$ cat config.mk
export PLATFORM = sky130hd
export DESIGN_NAME = adc_codec
export DESIGN_NICKNAME = d
export VERILOG_FILES = /design/src/verilog/adc_pkg.sv /design/src/verilog/adc_fifo.sv /design/src/verilog/adc_codec.sv
export VERILOG_INCLUDE_DIRS = /design/src /design/src/verilog
export SDC_FILE = /design/constraint.sdc
export NUM_CORES = 1
export LEC_CHECK = 0
export ABC_AREA = 1
export BUFFER_PORTS_ARGS = -buffer_cell sky130_fd_sc_hd__buf_2
export CAP_MARGIN = 0
export CORE_ASPECT_RATIO = 0.8
export CORE_MARGIN = 2
export CORE_UTILIZATION = 65
export DETAILED_ROUTE_END_ITERATION = 8
export GPL_TIMING_DRIVEN = 0
export PLACE_DENSITY = 0.83
export SLEW_MARGIN = 20
export SYNTH_ARGS = -nofsm -noshare
export SYNTH_HDL_FRONTEND = slang
export SYNTH_SLANG_ARGS = --single-unit
$ cat constraint.sdc
create_clock -name clk_i -period 14.87 [get_ports clk_i]
set_input_delay 2.2305 -clock clk_i [delete_from_list [all_inputs] [get_ports clk_i]]
set_output_delay 2.2305 -clock clk_i [all_outputs]
set_load 0.05 [all_outputs]
$ cat src/verilog/adc_defs.svh
`ifndef ADC_DEFS_SVH
`define ADC_DEFS_SVH

`define ADC_PCM_W 16
`define ADC_CODE_W 4
`define ADC_MAG_W 3
`define ADC_BYTE_W 8
`define ADC_IDX_W 7
`define ADC_STEP_N 88
`define ADC_IDX_MIN 8'sh00
`define ADC_IDX_MAX 8'sh57
`define ADC_IDX_RST 7'h00
`define ADC_PRED_RST 16'sh0000
`define ADC_PCM_MAX 18'sh0_7fff
`define ADC_PCM_MIN 18'sh3_8000
`define ADC_CHG_M7 8'sh08
`define ADC_CHG_M6 8'sh06
`define ADC_CHG_M5 8'sh04
`define ADC_CHG_M4 8'sh02
`define ADC_CHG_LOW 8'shff
`define ADC_PAD_CODE 4'h0
`define ADC_FIFO_W 8
`define ADC_FIFO_DEPTH 16

`endif

$ cat src/verilog/adc_pkg.sv
`include "adc_defs.svh"

package adc_pkg;

  typedef struct packed {
    logic signed [`ADC_PCM_W-1:0] pred;
    logic [`ADC_IDX_W-1:0] idx;
  } adc_track_t;

  typedef enum logic [1:0] {
    ADC_NIB_HI = 2'b01,
    ADC_NIB_LO = 2'b10
  } adc_nib_t;

endpackage : adc_pkg

$ cat src/verilog/adc_fifo.sv
`timescale 1ns/100ps
`include "adc_defs.svh"

module adc_fifo #(
  parameter int W = `ADC_FIFO_W,
  parameter int D = `ADC_FIFO_DEPTH
) (
  input wire logic clk_i,
  input wire logic rst_i,
  input wire logic [W-1:0] in_data_i,
  input wire logic in_valid_i,
  output logic in_ready_o,
  output logic [W-1:0] out_data_o,
  output logic out_valid_o,
  input wire logic out_ready_i
);
  localparam int AW = $clog2(D);

  logic [W-1:0] mem_r [D];
  logic [W-1:0] mem_nxt [D];
  logic [AW-1:0] wr_r, wr_nxt, rd_r, rd_nxt;
  logic [AW:0] cnt_r, cnt_nxt;
  logic push, pop;

  assign in_ready_o = (cnt_r != (AW+1)'(D));
  assign out_valid_o = (cnt_r != '0);
  assign out_data_o = mem_r[rd_r];
  assign push = in_valid_i && in_ready_o;
  assign pop = out_valid_o && out_ready_i;

  // Pointers wrap by compare so any depth works, not only powers of two
  always_comb begin
    mem_nxt = mem_r;
    wr_nxt = wr_r;
    rd_nxt = rd_r;
    cnt_nxt = cnt_r;
    if (push) begin
      mem_nxt[wr_r] = in_data_i;
      wr_nxt = (wr_r == AW'(D-1)) ? '0 : wr_r + 1'b1;
    end
    if (pop) begin
      rd_nxt = (rd_r == AW'(D-1)) ? '0 : rd_r + 1'b1;
    end
    if (push && !pop) begin
      cnt_nxt = cnt_r + 1'b1;
    end else if (pop && !push) begin
      cnt_nxt = cnt_r - 1'b1;
    end
  end

  always_ff @(posedge clk_i or posedge rst_i) begin
    if (rst_i) begin
      wr_r <= '0;
      rd_r <= '0;
      cnt_r <= '0;
    end else begin
      wr_r <= wr_nxt;
      rd_r <= rd_nxt;
      cnt_r <= cnt_nxt;
    end
  end

  // Storage needs no reset; valid is governed by the count
  always_ff @(posedge clk_i) begin
    mem_r <= mem_nxt;
  end

endmodule : adc_fifo

$ cat src/verilog/adc_codec.sv
// Operation
// - Each 16-bit sample becomes one 4-bit code and back, four to one.
// - Output is previous output plus or minus step times (b2+b1/2+b0/4+1/8).
// - Magnitude comes from the three low code bits, zero to seven units.
// - Index change: 7 gives +8, 6 +6, 5 +4, 4 +2, else -1.
// - Step size adapts per sample, so equal codes give different changes.
// - Step size comes from a fixed rising table, 5 up to 26565.
// - New step is entry offset by the index change; used next sample.
// - Encoder codes only the offset from its copy of the decoder prediction; a flush pad moves the decoder tracker but not this copy.
// - Two codes share each stored byte; samples packed pairwise.
`timescale 1ns/100ps
`include "adc_defs.svh"

module adc_codec
  import adc_pkg::*;
(
  input wire logic clk_i,
  input wire logic rst_i,
  // Encoder: PCM in, packed bytes out
  input wire logic [`ADC_PCM_W-1:0] enc_pcm_i,
  input wire logic enc_pcm_valid_i,
  output logic enc_pcm_ready_o,
  input wire logic enc_flush_i,
  output logic [`ADC_BYTE_W-1:0] enc_byte_o,
  output logic enc_byte_valid_o,
  input wire logic enc_byte_ready_i,
  output logic [`ADC_IDX_W-1:0] enc_idx_o,
  // Decoder: packed bytes in, PCM out
  input wire logic [`ADC_BYTE_W-1:0] dec_byte_i,
  input wire logic dec_byte_valid_i,
  output logic dec_byte_ready_o,
  output logic [`ADC_PCM_W-1:0] dec_pcm_o,
  output logic dec_pcm_valid_o,
  input wire logic dec_pcm_ready_i,
  output logic [`ADC_IDX_W-1:0] dec_idx_o
);

  // Step sizes, strictly rising
  localparam logic [15:0] STEP_TAB [`ADC_STEP_N] = '{
    5, 6, 7, 8, 9, 10, 11, 12, 14, 15,
    17, 18, 20, 22, 25, 27, 30, 33, 37, 40,
    44, 49, 54, 59, 65, 72, 79, 87, 95, 105,
    116, 127, 140, 154, 170, 187, 205, 226, 248, 273,
    301, 331, 364, 400, 440, 485, 533, 586, 645, 710,
    781, 859, 945, 1039, 1143, 1258, 1384, 1522, 1674, 1842,
    2026, 2228, 2451, 2697, 2966, 3263, 3589, 3948, 4343, 4777,
    5255, 5781, 6359, 6995, 7694, 8464, 9310, 10242, 11266, 12392,
    13632, 14995, 16494, 18144, 19958, 21954, 24150, 26565
  };

  function automatic logic signed [7:0] idx_change(
    input logic [`ADC_MAG_W-1:0] mag
  );
    logic signed [7:0] chg;
    unique case (mag)
      3'h7: chg = `ADC_CHG_M7;
      3'h6: chg = `ADC_CHG_M6;
      3'h5: chg = `ADC_CHG_M5;
      3'h4: chg = `ADC_CHG_M4;
      default: chg = `ADC_CHG_LOW;
    endcase
    return chg;
  endfunction : idx_change

  // Shared reconstruction: encoder and decoder run the same update
  function automatic adc_track_t track_advance(
    input adc_track_t s,
    input logic [`ADC_CODE_W-1:0] code
  );
    logic [18:0] prod;
    logic [15:0] delta;
    logic signed [17:0] base;
    logic signed [17:0] sum;
    logic signed [7:0] nidx;
    adc_track_t r;
    // step*(2m+1)/8 equals step*(b2+b1/2+b0/4+1/8)
    prod = 19'(STEP_TAB[s.idx]) * 19'({code[2:0], 1'b1});
    delta = prod[18:3];
    base = 18'(s.pred);
    if (code[3]) begin
      sum = base - $signed({2'b00, delta});
    end else begin
      sum = base + $signed({2'b00, delta});
    end
    if (sum > `ADC_PCM_MAX) begin
      r.pred = 16'(`ADC_PCM_MAX);
    end else if (sum < `ADC_PCM_MIN) begin
      r.pred = 16'(`ADC_PCM_MIN);
    end else begin
      r.pred = sum[15:0];
    end
    // The new index only addresses the step of the next sample
    nidx = $signed({1'b0, s.idx}) + idx_change(code[2:0]);
    if (nidx < `ADC_IDX_MIN) begin
      r.idx = '0;
    end else if (nidx > `ADC_IDX_MAX) begin
      r.idx = 7'(`ADC_IDX_MAX);
    end else begin
      r.idx = nidx[6:0];
    end
    return r;
  endfunction : track_advance

  // Quantise the offset from the shared prediction
  function automatic logic [`ADC_CODE_W-1:0] quantise(
    input adc_track_t s,
    input logic [`ADC_PCM_W-1:0] pcm
  );
    logic signed [16:0] diff;
    logic [16:0] mag;
    logic [16:0] step;
    logic [2:0] m;
    diff = 17'($signed(pcm)) - 17'(s.pred);
    mag = diff[16] ? 17'(-diff) : 17'(diff);
    step = 17'(STEP_TAB[s.idx]);
    m = '0;
    if (mag >= step) begin
      m[2] = 1'b1;
      mag = mag - step;
    end
    if (mag >= (step >> 1)) begin
      m[1] = 1'b1;
      mag = mag - (step >> 1);
    end
    if (mag >= (step >> 2)) begin
      m[0] = 1'b1;
    end
    return {diff[16], m};
  endfunction : quantise

  // ---------------- Encoder ----------------
  adc_track_t enc_trk_r, enc_trk_nxt;
  adc_nib_t enc_nib_r, enc_nib_nxt;
  logic [`ADC_CODE_W-1:0] enc_hi_r, enc_hi_nxt;
  logic [`ADC_CODE_W-1:0] enc_code;
  logic [`ADC_BYTE_W-1:0] fifo_in_data;
  logic fifo_in_valid;
  logic fifo_in_ready;
  logic enc_take;

  assign enc_code = quantise(enc_trk_r, enc_pcm_i);
  // Upper nibble always free; lower nibble needs room to push the byte
  assign enc_pcm_ready_o = (enc_nib_r == ADC_NIB_HI) || fifo_in_ready;
  assign enc_take = enc_pcm_valid_i && enc_pcm_ready_o;

  always_comb begin
    enc_trk_nxt = enc_trk_r;
    enc_nib_nxt = enc_nib_r;
    enc_hi_nxt = enc_hi_r;
    fifo_in_valid = 1'b0;
    fifo_in_data = {enc_hi_r, enc_code};
    unique case (enc_nib_r)
      ADC_NIB_HI: begin
        if (enc_take) begin
          enc_hi_nxt = enc_code;
          enc_trk_nxt = track_advance(enc_trk_r, enc_code);
          enc_nib_nxt = ADC_NIB_LO;
        end
      end
      ADC_NIB_LO: begin
        if (enc_pcm_valid_i) begin
          fifo_in_valid = 1'b1;
          if (fifo_in_ready) begin
            enc_trk_nxt = track_advance(enc_trk_r, enc_code);
            enc_nib_nxt = ADC_NIB_HI;
          end
        end else if (enc_flush_i) begin
          // Odd tail: pad code is stored but does not move the tracker
          fifo_in_valid = 1'b1;
          fifo_in_data = {enc_hi_r, `ADC_PAD_CODE};
          if (fifo_in_ready) begin
            enc_nib_nxt = ADC_NIB_HI;
          end
        end
      end
    endcase
  end

  always_ff @(posedge clk_i or posedge rst_i) begin
    if (rst_i) begin
      enc_trk_r <= '{pred: `ADC_PRED_RST, idx: `ADC_IDX_RST};
      enc_nib_r <= ADC_NIB_HI;
      enc_hi_r <= '0;
    end else begin
      enc_trk_r <= enc_trk_nxt;
      enc_nib_r <= enc_nib_nxt;
      enc_hi_r <= enc_hi_nxt;
    end
  end

  assign enc_idx_o = enc_trk_r.idx;

  // Output buffer lets storage stall without losing samples
  adc_fifo #(
    .W(`ADC_FIFO_W),
    .D(`ADC_FIFO_DEPTH)
  ) u_fifo (
    .clk_i(clk_i),
    .rst_i(rst_i),
    .in_data_i(fifo_in_data),
    .in_valid_i(fifo_in_valid),
    .in_ready_o(fifo_in_ready),
    .out_data_o(enc_byte_o),
    .out_valid_o(enc_byte_valid_o),
    .out_ready_i(enc_byte_ready_i)
  );

  // ---------------- Decoder ----------------
  adc_track_t dec_trk_r, dec_trk_nxt;
  adc_nib_t dec_nib_r, dec_nib_nxt;
  logic [`ADC_CODE_W-1:0] dec_lo_r, dec_lo_nxt;
  logic [`ADC_PCM_W-1:0] dec_pcm_r, dec_pcm_nxt;
  logic dec_vld_r, dec_vld_nxt;
  logic dec_room;
  logic [`ADC_CODE_W-1:0] dec_code;
  logic dec_have;

  // Output register free or emptying this cycle
  assign dec_room = !dec_vld_r || dec_pcm_ready_i;
  assign dec_byte_ready_o = (dec_nib_r == ADC_NIB_HI) && dec_room;

  always_comb begin
    dec_trk_nxt = dec_trk_r;
    dec_nib_nxt = dec_nib_r;
    dec_lo_nxt = dec_lo_r;
    dec_pcm_nxt = dec_pcm_r;
    dec_vld_nxt = dec_vld_r && !dec_pcm_ready_i;
    dec_code = dec_lo_r;
    dec_have = 1'b0;
    unique case (dec_nib_r)
      ADC_NIB_HI: begin
        dec_code = dec_byte_i[7:4];
        dec_have = dec_byte_valid_i && dec_room;
        if (dec_have) begin
          dec_lo_nxt = dec_byte_i[3:0];
          dec_nib_nxt = ADC_NIB_LO;
        end
      end
      ADC_NIB_LO: begin
        dec_have = dec_room;
        if (dec_have) begin
          dec_nib_nxt = ADC_NIB_HI;
        end
      end
    endcase
    if (dec_have) begin
      dec_trk_nxt = track_advance(dec_trk_r, dec_code);
      dec_pcm_nxt = dec_trk_nxt.pred;
      dec_vld_nxt = 1'b1;
    end
  end

  always_ff @(posedge clk_i or posedge rst_i) begin
    if (rst_i) begin
      dec_trk_r <= '{pred: `ADC_PRED_RST, idx: `ADC_IDX_RST};
      dec_nib_r <= ADC_NIB_HI;
      dec_lo_r <= '0;
      dec_pcm_r <= `ADC_PRED_RST;
      dec_vld_r <= 1'b0;
    end else begin
      dec_trk_r <= dec_trk_nxt;
      dec_nib_r <= dec_nib_nxt;
      dec_lo_r <= dec_lo_nxt;
      dec_pcm_r <= dec_pcm_nxt;
      dec_vld_r <= dec_vld_nxt;
    end
  end

  assign dec_pcm_o = dec_pcm_r;
  assign dec_pcm_valid_o = dec_vld_r;
  assign dec_idx_o = dec_trk_r.idx;

endmodule : adc_codec

# [Word-level counts from Yosys, hierarchy flattened]
# Memory sizes are Yosys's and may differ from the RTL's.
# Cells that the tools add are included.
[word_totals] regBits=200 romBits=4096 elab_cells=183 n_memories=2
[classes] n_addsub=15 n_mul=2 magnitude_cmp=20 eq_ne=21 n_mux=69 bitwise_logic=4 n_reduce_logical=22
[mem_list] memory="(no name shown)" depth=128 width=16 read_ports=1 rd_clocked_by_memory_dff=0 wr=0 line_no="adc_codec.sv:77" rtl="prod = 19'(STEP_TAB[s.idx]) * 19'({code[2:0], 1'b1});"
[mem_list] memory="(no name shown)" depth=128 width=16 read_ports=1 rd_clocked_by_memory_dff=0 wr=0 line_no="adc_codec.sv:77"
[op_table] cell="2-to-1 mux 16 bit" n=10
[op_table] cell="2-to-1 mux 18 bit" n=8
[op_table] cell="bitwise mux 128 bit" n=1
[op_table] cell="2-to-1 mux 8 bit" n=9
[op_table] cell="2-to-1 mux 23 bit" n=3
[op_table] cell="one-hot mux 8 bit (4 select lines)" n=2
[op_table] cell="greater-than comparator 18 x 16 -> 1 bit (second input constant)" n=3
[op_table] cell="< comparator 18 x 16 -> 1 bit (second input constant)" n=3
[op_table] cell="2-to-1 mux 17 bit" n=3
[op_table] cell="one-hot mux 23 bit (2 select lines)" n=1
[op_table] cell="2-to-1 mux 7 bit" n=6
[op_table] cell="multiplier 16 x 4 -> 19 bit" n=2
[op_table] cell="adder 16 x 17 -> 18 bit" n=2
[op_table] cell="subtractor 16 x 17 -> 18 bit" n=2
[op_table] cell="binary-select mux 8 bit (select 4 bit)" n=1
[op_table] cell="demux 8 bit (select 4 bit)" n=1
[op_table] cell="adder 8 bit" n=3
[op_table] cell="== test 3 bit (second input constant)" n=8
[op_table] cell="greater-than comparator 8 bit (second input constant)" n=3
[op_table] cell="< comparator 8 x 1 -> 1 bit (second input constant)" n=3
[op_table] cell="2-to-1 mux 4 bit" n=6
[op_table] cell="greater-or-equal comparator 17 x 14 -> 1 bit" n=1
[op_table] cell="greater-or-equal comparator 17 x 15 -> 1 bit" n=1
[op_table] cell="greater-or-equal comparator 17 x 16 -> 1 bit" n=1
[op_table] cell="other kinds (31)" n=70

# [Longest topological paths before layout]
[logic_depth] depth_word=22 ltp_mapped=103 mapped_depth_nobuf=97

# [Cells and area by module]
# Synthesis repeated with hierarchy kept, for this count alone.
[hier_totals] cells_unflattened=2993 hier_area_um2=21242.9
[modules_own_cells] mod="adc_codec" n_inst=1 cells_each=2324 area_each_um2=14771.7 seq_area_each_um2=1478.9
[modules_own_cells] mod="adc_fifo" n_inst=1 cells_each=669 area_each_um2=6471.2 seq_area_each_um2=4169.0

# [Least setup slack after synthesis]
# Ideal clock, no wire load.
[synth_path] path_type="input-to-reg" from="input port enc_pcm_i[0]" to="register enc_trk_r[10] (netlist name)" setup_ns=0.117 t_arrival_ns=15.048 path_slack_ns=-0.295 stages=101 n_path_buf=7 path_cell_list="inv_1 > ha_1 > fa_1 > inv_1 > nand3_1 > nand2_1 > nand2_1 > nand2_2 > nand3_1 > nand2_1 > or2_1 > nand2_4 > inv_2 > clkbuf_1 > nand2_1 > xor2_1 > inv_1 > ha_1 > [... 65 more ...] > ha_1 > a21oi_1 > o21ai_0 > nor2_1 > nor2_1 > nor2_1 > o21bai_1 > a21o_1 > a21oi_1 > xor2_1 > inv_1 > nand3_2 > nand2_2 > nand2_4 > buf_6 > nand2_1 > nand2_1 > nand2_1"
[synth_between] elab_chain_cells=21 elab_cells_between_ends=34 cone_classes="add/sub: 6; mul: 1; order compare: 7; mux: 20"
[synth_rtl] element="start, declared" line_no="adc_codec.sv:20" rtl="input wire logic [`ADC_PCM_W-1:0] enc_pcm_i,"
[synth_rtl] element="subtractor 16 x 16 -> 17 bit *" line_no="adc_codec.sv:113" rtl="diff = 17'($signed(pcm)) - 17'(s.pred);"
[synth_rtl] element="negator 17 bit" line_no="adc_codec.sv:114" rtl="mag = diff[16] ? 17'(-diff) : 17'(diff);"
[synth_rtl] element="2-to-1 mux 17 bit" line_no="adc_codec.sv:114"
[synth_rtl] element="subtractor 17 x 16 -> 17 bit / greater-or-equal comparator 17 x 16 -> 1 bit (equally long branches)" line_no="adc_codec.sv:119, adc_codec.sv:117"
[synth_rtl] element="2-to-1 mux 17 bit" line_no="adc_codec.sv:117" rtl="if (mag >= step) begin"
[synth_rtl] element="subtractor 17 x 15 -> 17 bit / greater-or-equal comparator 17 x 15 -> 1 bit (equally long branches)" line_no="adc_codec.sv:123, adc_codec.sv:121"
[synth_rtl] element="2-to-1 mux 17 bit" line_no="adc_codec.sv:121" rtl="if (mag >= (step >> 1)) begin"
[synth_rtl] element="greater-or-equal comparator 17 x 14 -> 1 bit" line_no="adc_codec.sv:125" rtl="if (mag >= (step >> 2)) begin"
[synth_rtl] element="[... 5 more ...]"
[synth_rtl] element="2-to-1 mux 18 bit" line_no="adc_codec.sv:161" rtl="if (enc_pcm_valid_i) begin"
[synth_rtl] element="2-to-1 mux 18 bit" line_no="adc_codec.sv:152" rtl="unique case (enc_nib_r)"
[synth_rtl] element="< comparator 18 x 16 -> 1 bit (no source line)"
[synth_rtl] element="2-to-1 mux 16 bit" line_no="adc_codec.sv:87" rtl="end else if (sum < `ADC_PCM_MIN) begin"
[synth_rtl] element="2-to-1 mux 16 bit" line_no="adc_codec.sv:85" rtl="if (sum > `ADC_PCM_MAX) begin"
[synth_rtl] element="2-to-1 mux 23 bit" line_no="adc_codec.sv:163" rtl="if (fifo_in_ready) begin"
[synth_rtl] element="2-to-1 mux 23 bit" line_no="adc_codec.sv:161"
[synth_rtl] element="one-hot mux 23 bit (2 select lines) *" line_no="adc_codec.sv:152"
[synth_rtl] element="end signal, assigned" line_no="adc_codec.sv:181" rtl="enc_trk_r <= '{pred: `ADC_PRED_RST, idx: `ADC_IDX_RST};"
[synth_rtl] element="end signal, assigned" line_no="adc_codec.sv:185" rtl="enc_trk_r <= enc_trk_nxt;"
[synth_rtl] element="end, declared" line_no="adc_codec.sv:132" rtl="adc_track_t enc_trk_r, enc_trk_nxt;"
# Mark *: on every way between the ends. The rest lies on a longest branch, timed or not. The select of a mux whose other input is x is not followed.
# A chain may end at the register's enable or synchronous reset.

# [Worst setup path after layout]
[layout_path] from="input port enc_pcm_i[7]" to="register enc_trk_r[18] (netlist name)"
# Same word-level chain as after synthesis.

==> load_flow_metrics.sql <==
INSERT INTO impl_metrics (metric_group, metric, value, unit) VALUES
('clock_network', 'cts_tree', 'yes', ''),
('routing', 'detailroute.via_count', '21800', ''),
('timing', 'final_max_slew_viol_count', '0', ''),
('timing', 'slew_headroom', '18.6', '%'),
('grt', 'globalRoute.totalOverflow', '0', ''),
('floorplan', 'floorplan.rows', '58', ''),
('yosys', 'yosysWarningCount', '0', ''),
('place', 'gp_congestion', '0.988', ''),
('worst_setup_path', 'worst_path_max_delay_cell', 'sky130_fd_sc_hd__fa_1', ''),
('grt', 'gr-usage-all-layers', '38.2', '%'),
('place', 'place.detailed.instances', '3260', ''),
('worst_hold_path', 'worstHoldPathType', 'flop to flop', ''),
('clock_network', 'cts.sink_count', '200', ''),
('place', 'io_buffer_count', '72', ''),
('worst_setup_path', 'ws_path_type', 'input pin to flop', ''),
('floorplan', 'io_count', '73', ''),
('clock_network', 'worstSkewPairLatency', '0.46', 'ns'),
('timing', 'post-route-min-period', '15.51', 'ns'),
('timing', 'hold_ws', '0.516', 'ns'),
('yosys', 'synth_enable_flop_cells', '128', ''),
('routing', 'average_wire_per_standard_cell', '20.7', 'um'),
('timing', 'fin_worst_skew', '0.0175', 'ns'),
('routing', 'ant_nets', '0', ''),
('worst_setup_path', 'worst_setup_path_end_kind', 'flop', ''),
('grt', 'global_route_wire_length_before_repair', '101', 'mm'),
('clock_network', 'ctsLongestPathBuffers', '2', ''),
('finish', 'footprint_of_the_multi_input_gates', '0.0138', 'sq mm'),
('finish', 'number_of_nets_in_the_layout', '3247', ''),
('grt', 'antenna_found_initial', '0', ''),
('finish', 'mostFrequentLayoutCells', 'sky130_fd_sc_hd__nand2_1, sky130_fd_sc_hd__inv_1, sky130_fd_sc_hd__nor2_1', ''),
('finish', 'layout_cell_share_with_drive_strength_beyond_1', '16.4', '%'),
('worst_setup_path', 'required', '15.26', 'ns'),
('finish', 'syn_to_final_growth', '17.3', '%'),
('routing', 'first_pass_iters', '9', ''),
('routing', 'drt-vias-per-instance', '6.39', ''),
('yosys', 'synthesis.area_per_instance', '7.38', 'sq um'),
('floorplan', 'die-height', '163', 'um'),
('grt', 'grt_pass1_vias', '19800', ''),
('floorplan', 'floorplan.die.width', '202', 'um'),
('grt', 'grt_start_max_net_pins', '55', ''),
('worst_setup_path', 'crit_top_cell', 'sky130_fd_sc_hd__nand2_1', ''),
('floorplan', 'design.core.area', '0.0312', 'sq mm'),
('floorplan', 'die-area', '0.0329', 'sq mm'),
('timing', 'grt_setup_unrepaired', 'yes', ''),
('finish', 'total_area_of_sequential_cells', '0.00565', 'sq mm'),
('timing', 'timing_hold_violations_final', '0', ''),
('outcome', 'failing_checks', 'negative setup slack', ''),
('worst_setup_path', 'crit_path_start_kind', 'input pin', ''),
('worst_setup_path', 'critical_path_peak_fanout', '8', ''),
('timing', 'clock.fmax', '0.0645', 'GHz'),
('yosys', 'postSynthRegisterBits', '200', ''),
('yosys', 'post-synth-top-area-cell', 'sky130_fd_sc_hd__edfxtp_1', ''),
('yosys', 'synth_area_leaders', 'sky130_fd_sc_hd__edfxtp_1, sky130_fd_sc_hd__nand2_1, sky130_fd_sc_hd__ha_1', ''),
('clock_network', 'htree_num_levels', '4', ''),
('timing', 'timing_worst_slew_pin_value', '1.22', 'ns'),
('clock_network', 'clk_pin_slew_worst_paths', '0.09', 'ns'),
('routing', 'route.final.wire_length', '70.4', 'mm'),
('place', 'dpl.hpwl', '45.5', 'mm'),
('clock_network', 'cts.hold.buffers_added', '0', ''),
('worst_setup_path', 'timing.critical_path.slowest_cell_delay', '0.54', 'ns'),
('timing', 'min_period_over_period', '104', '%'),
('job', 'cap_viol_max_count', '0', ''),
('routing', 'route.detailed.drc', '0', ''),
('finish', 'antennaDiodeCount', '0', ''),
('outcome', 'outcome', 'finished, violations left', ''),
('yosys', 'syn_area', '0.0204', 'sq mm'),
('finish', 'final_cells', '3406', ''),
('finish', 'n_fill_cell', '2077', ''),
('yosys', 'synth_top_area_share', '18.8', '%'),
('timing', 'final.setup.worst_slack', '-0.645', 'ns'),
('yosys', 'synth_seq_area_share', '27.7', '%'),
('yosys', 'post_synth_inst_count', '2765', ''),
('clock_network', 'cts.root.buffer_cell', 'sky130_fd_sc_hd__clkbuf_16', ''),
('clock_network', 'tritoncts.num_buffers', '17', ''),
('routing', 'drt_iter0_markers', '2825', ''),
('yosys', 'synth_ff_type', 'sky130_fd_sc_hd__edfxtp_1', ''),
('yosys', 'synth_cell_type_count', '68', ''),
('worst_setup_path', 'cp.arrival', '15.90', 'ns'),
('timing', 'setup_viol', '16', ''),
('finish', 'layout.cells.most_common', 'sky130_fd_sc_hd__nand2_1', ''),
('yosys', 'syn_nets', '3039', ''),
('floorplan', 'initial_standard_cell_utilization_of_the_core', '65.4', '%'),
('yosys', 'asyncSetResetFlopFracSynth', '36.0', '%');
[through the flow]
| stage | setup WS, ns | util (%) | cell area [sq um] | setup TNS, ns |
|---|---|---|---|---|
| 2_1_floorplan | 0.0584 | - | 20400 | 0 |
| 3_3_place_gp | -2.35 | 68.3 | 21300 | -36.48 |
| 3_5_place_dp | -2.91 | 68.5 | 21400 | -45.33 |
| 4_1_cts | 0.00981 | 73.2 | 22800 | 0 |
| 5_1_grt | -0.990 | 76.7 | 23900 | -14.65 |
| 6_report | -0.645 | 76.7 | 23900 | -8.78 |
[per-layer routing]
layer / wire length, um / track usage (%) / vias up
li1: - / - / 9556
met1: 25700 / 50.4 / 10100
met2: 32200 / 63.5 / 1712
met3: 8160 / 6.58 / 424
met4: 4310 / 14.4 / 0
met5: 0 / 0 / -
[worst max-delay path, delay by kind of cell]
| family | cells | cell delay, ns |
|---|---|---|
| xor gates and xnor gates | 4 | 1.03 |
| and+or+nand+nor | 41 | 4.17 |
| buffers and inverters | 22 | 2.69 |
| adders and majority gates | 8 | 3.06 |
| AOI/OAI and AO/OA | 15 | 2.62 |
[what timing repair did]
item,CTS,global route
hold endpoints to repair,0,0
resized for setup,85,173
setup buffers,57,55
pin swaps,56,134
endpoints found under the setup margin,16,16
gates cloned,1,1
[registers in the layout, indices dropped and copies added, names as in the netlist, 4 cells and up]
name	count
dec_lo_r	4
u_fifo.rd_r	4
u_fifo.wr_r	4
u_fifo.mem_r	128
enc_hi_r	4
enc_idx_o	7
dec_idx_o	7
enc_trk_r	16
dec_pcm_o	16
u_fifo.cnt_r	5
[layout make-up]
class / instances / share of cell area [%]
repair buffers: 190 / 5.41
inverters: 390 / 6.25
well taps: 420 / 2.20
clock buffers: 17 / 1.78
multi-input cells: 2086 / 57.7
clock inverters: 15 / 0.962
flip-flops and latches: 200 / 23.6
plain buffers: 88 / 2.16
[cell families after synthesis]
group	Yosys count	share of synthesized area, %
mux	21	1.05
xor+xnor	136	6.00
simple gates	1178	24.2
buf+inv	479	9.14
flops	200	27.7
compound gates	508	14.8
fa+ha+maj	243	17.1
[cell usage after synthesis, types with 16 or more instances]
master and n:
sky130_fd_sc_hd__ha_1 183, sky130_fd_sc_hd__clkbuf_1 64, sky130_fd_sc_hd__o211ai_1 34, sky130_fd_sc_hd__nand2_1 645
sky130_fd_sc_hd__inv_1 375, sky130_fd_sc_hd__dfrtp_1 70, sky130_fd_sc_hd__mux2i_1 18, sky130_fd_sc_hd__nor2_1 283
sky130_fd_sc_hd__a21oi_1 170, sky130_fd_sc_hd__nand3_1 121, sky130_fd_sc_hd__o21bai_1 28, sky130_fd_sc_hd__xnor2_1 36
sky130_fd_sc_hd__o221ai_1 26, sky130_fd_sc_hd__o21ai_0 161, sky130_fd_sc_hd__nand4_1 17, sky130_fd_sc_hd__a31oi_1 16
sky130_fd_sc_hd__xor2_1 97, sky130_fd_sc_hd__fa_1 60, sky130_fd_sc_hd__nor3_1 29, sky130_fd_sc_hd__nand2_2 19
sky130_fd_sc_hd__edfxtp_1 128
[path summary, 6_finish.rpt]
path | start | to | slack (ns) | cells after the start
max | enc_pcm_i[7] | enc_trk_r[18] | -0.64 | 90
min | dec_lo_r[2] | dec_lo_r[2] | 0.52 | 1
min in group asynchronous | rst_i | dec_lo_r[1] | 1.71 | 2
max in group asynchronous | rst_i | enc_nib_r[0] | 12.51 | 3
max reg2reg | enc_idx_o[1] | enc_trk_r[18] | -0.25 | 92
min reg2reg | dec_lo_r[2] | dec_lo_r[2] | 0.52 | 1
Power is not shown: default switching activity piles up to over one toggle a cycle in this logic, so the estimate is an artifact.
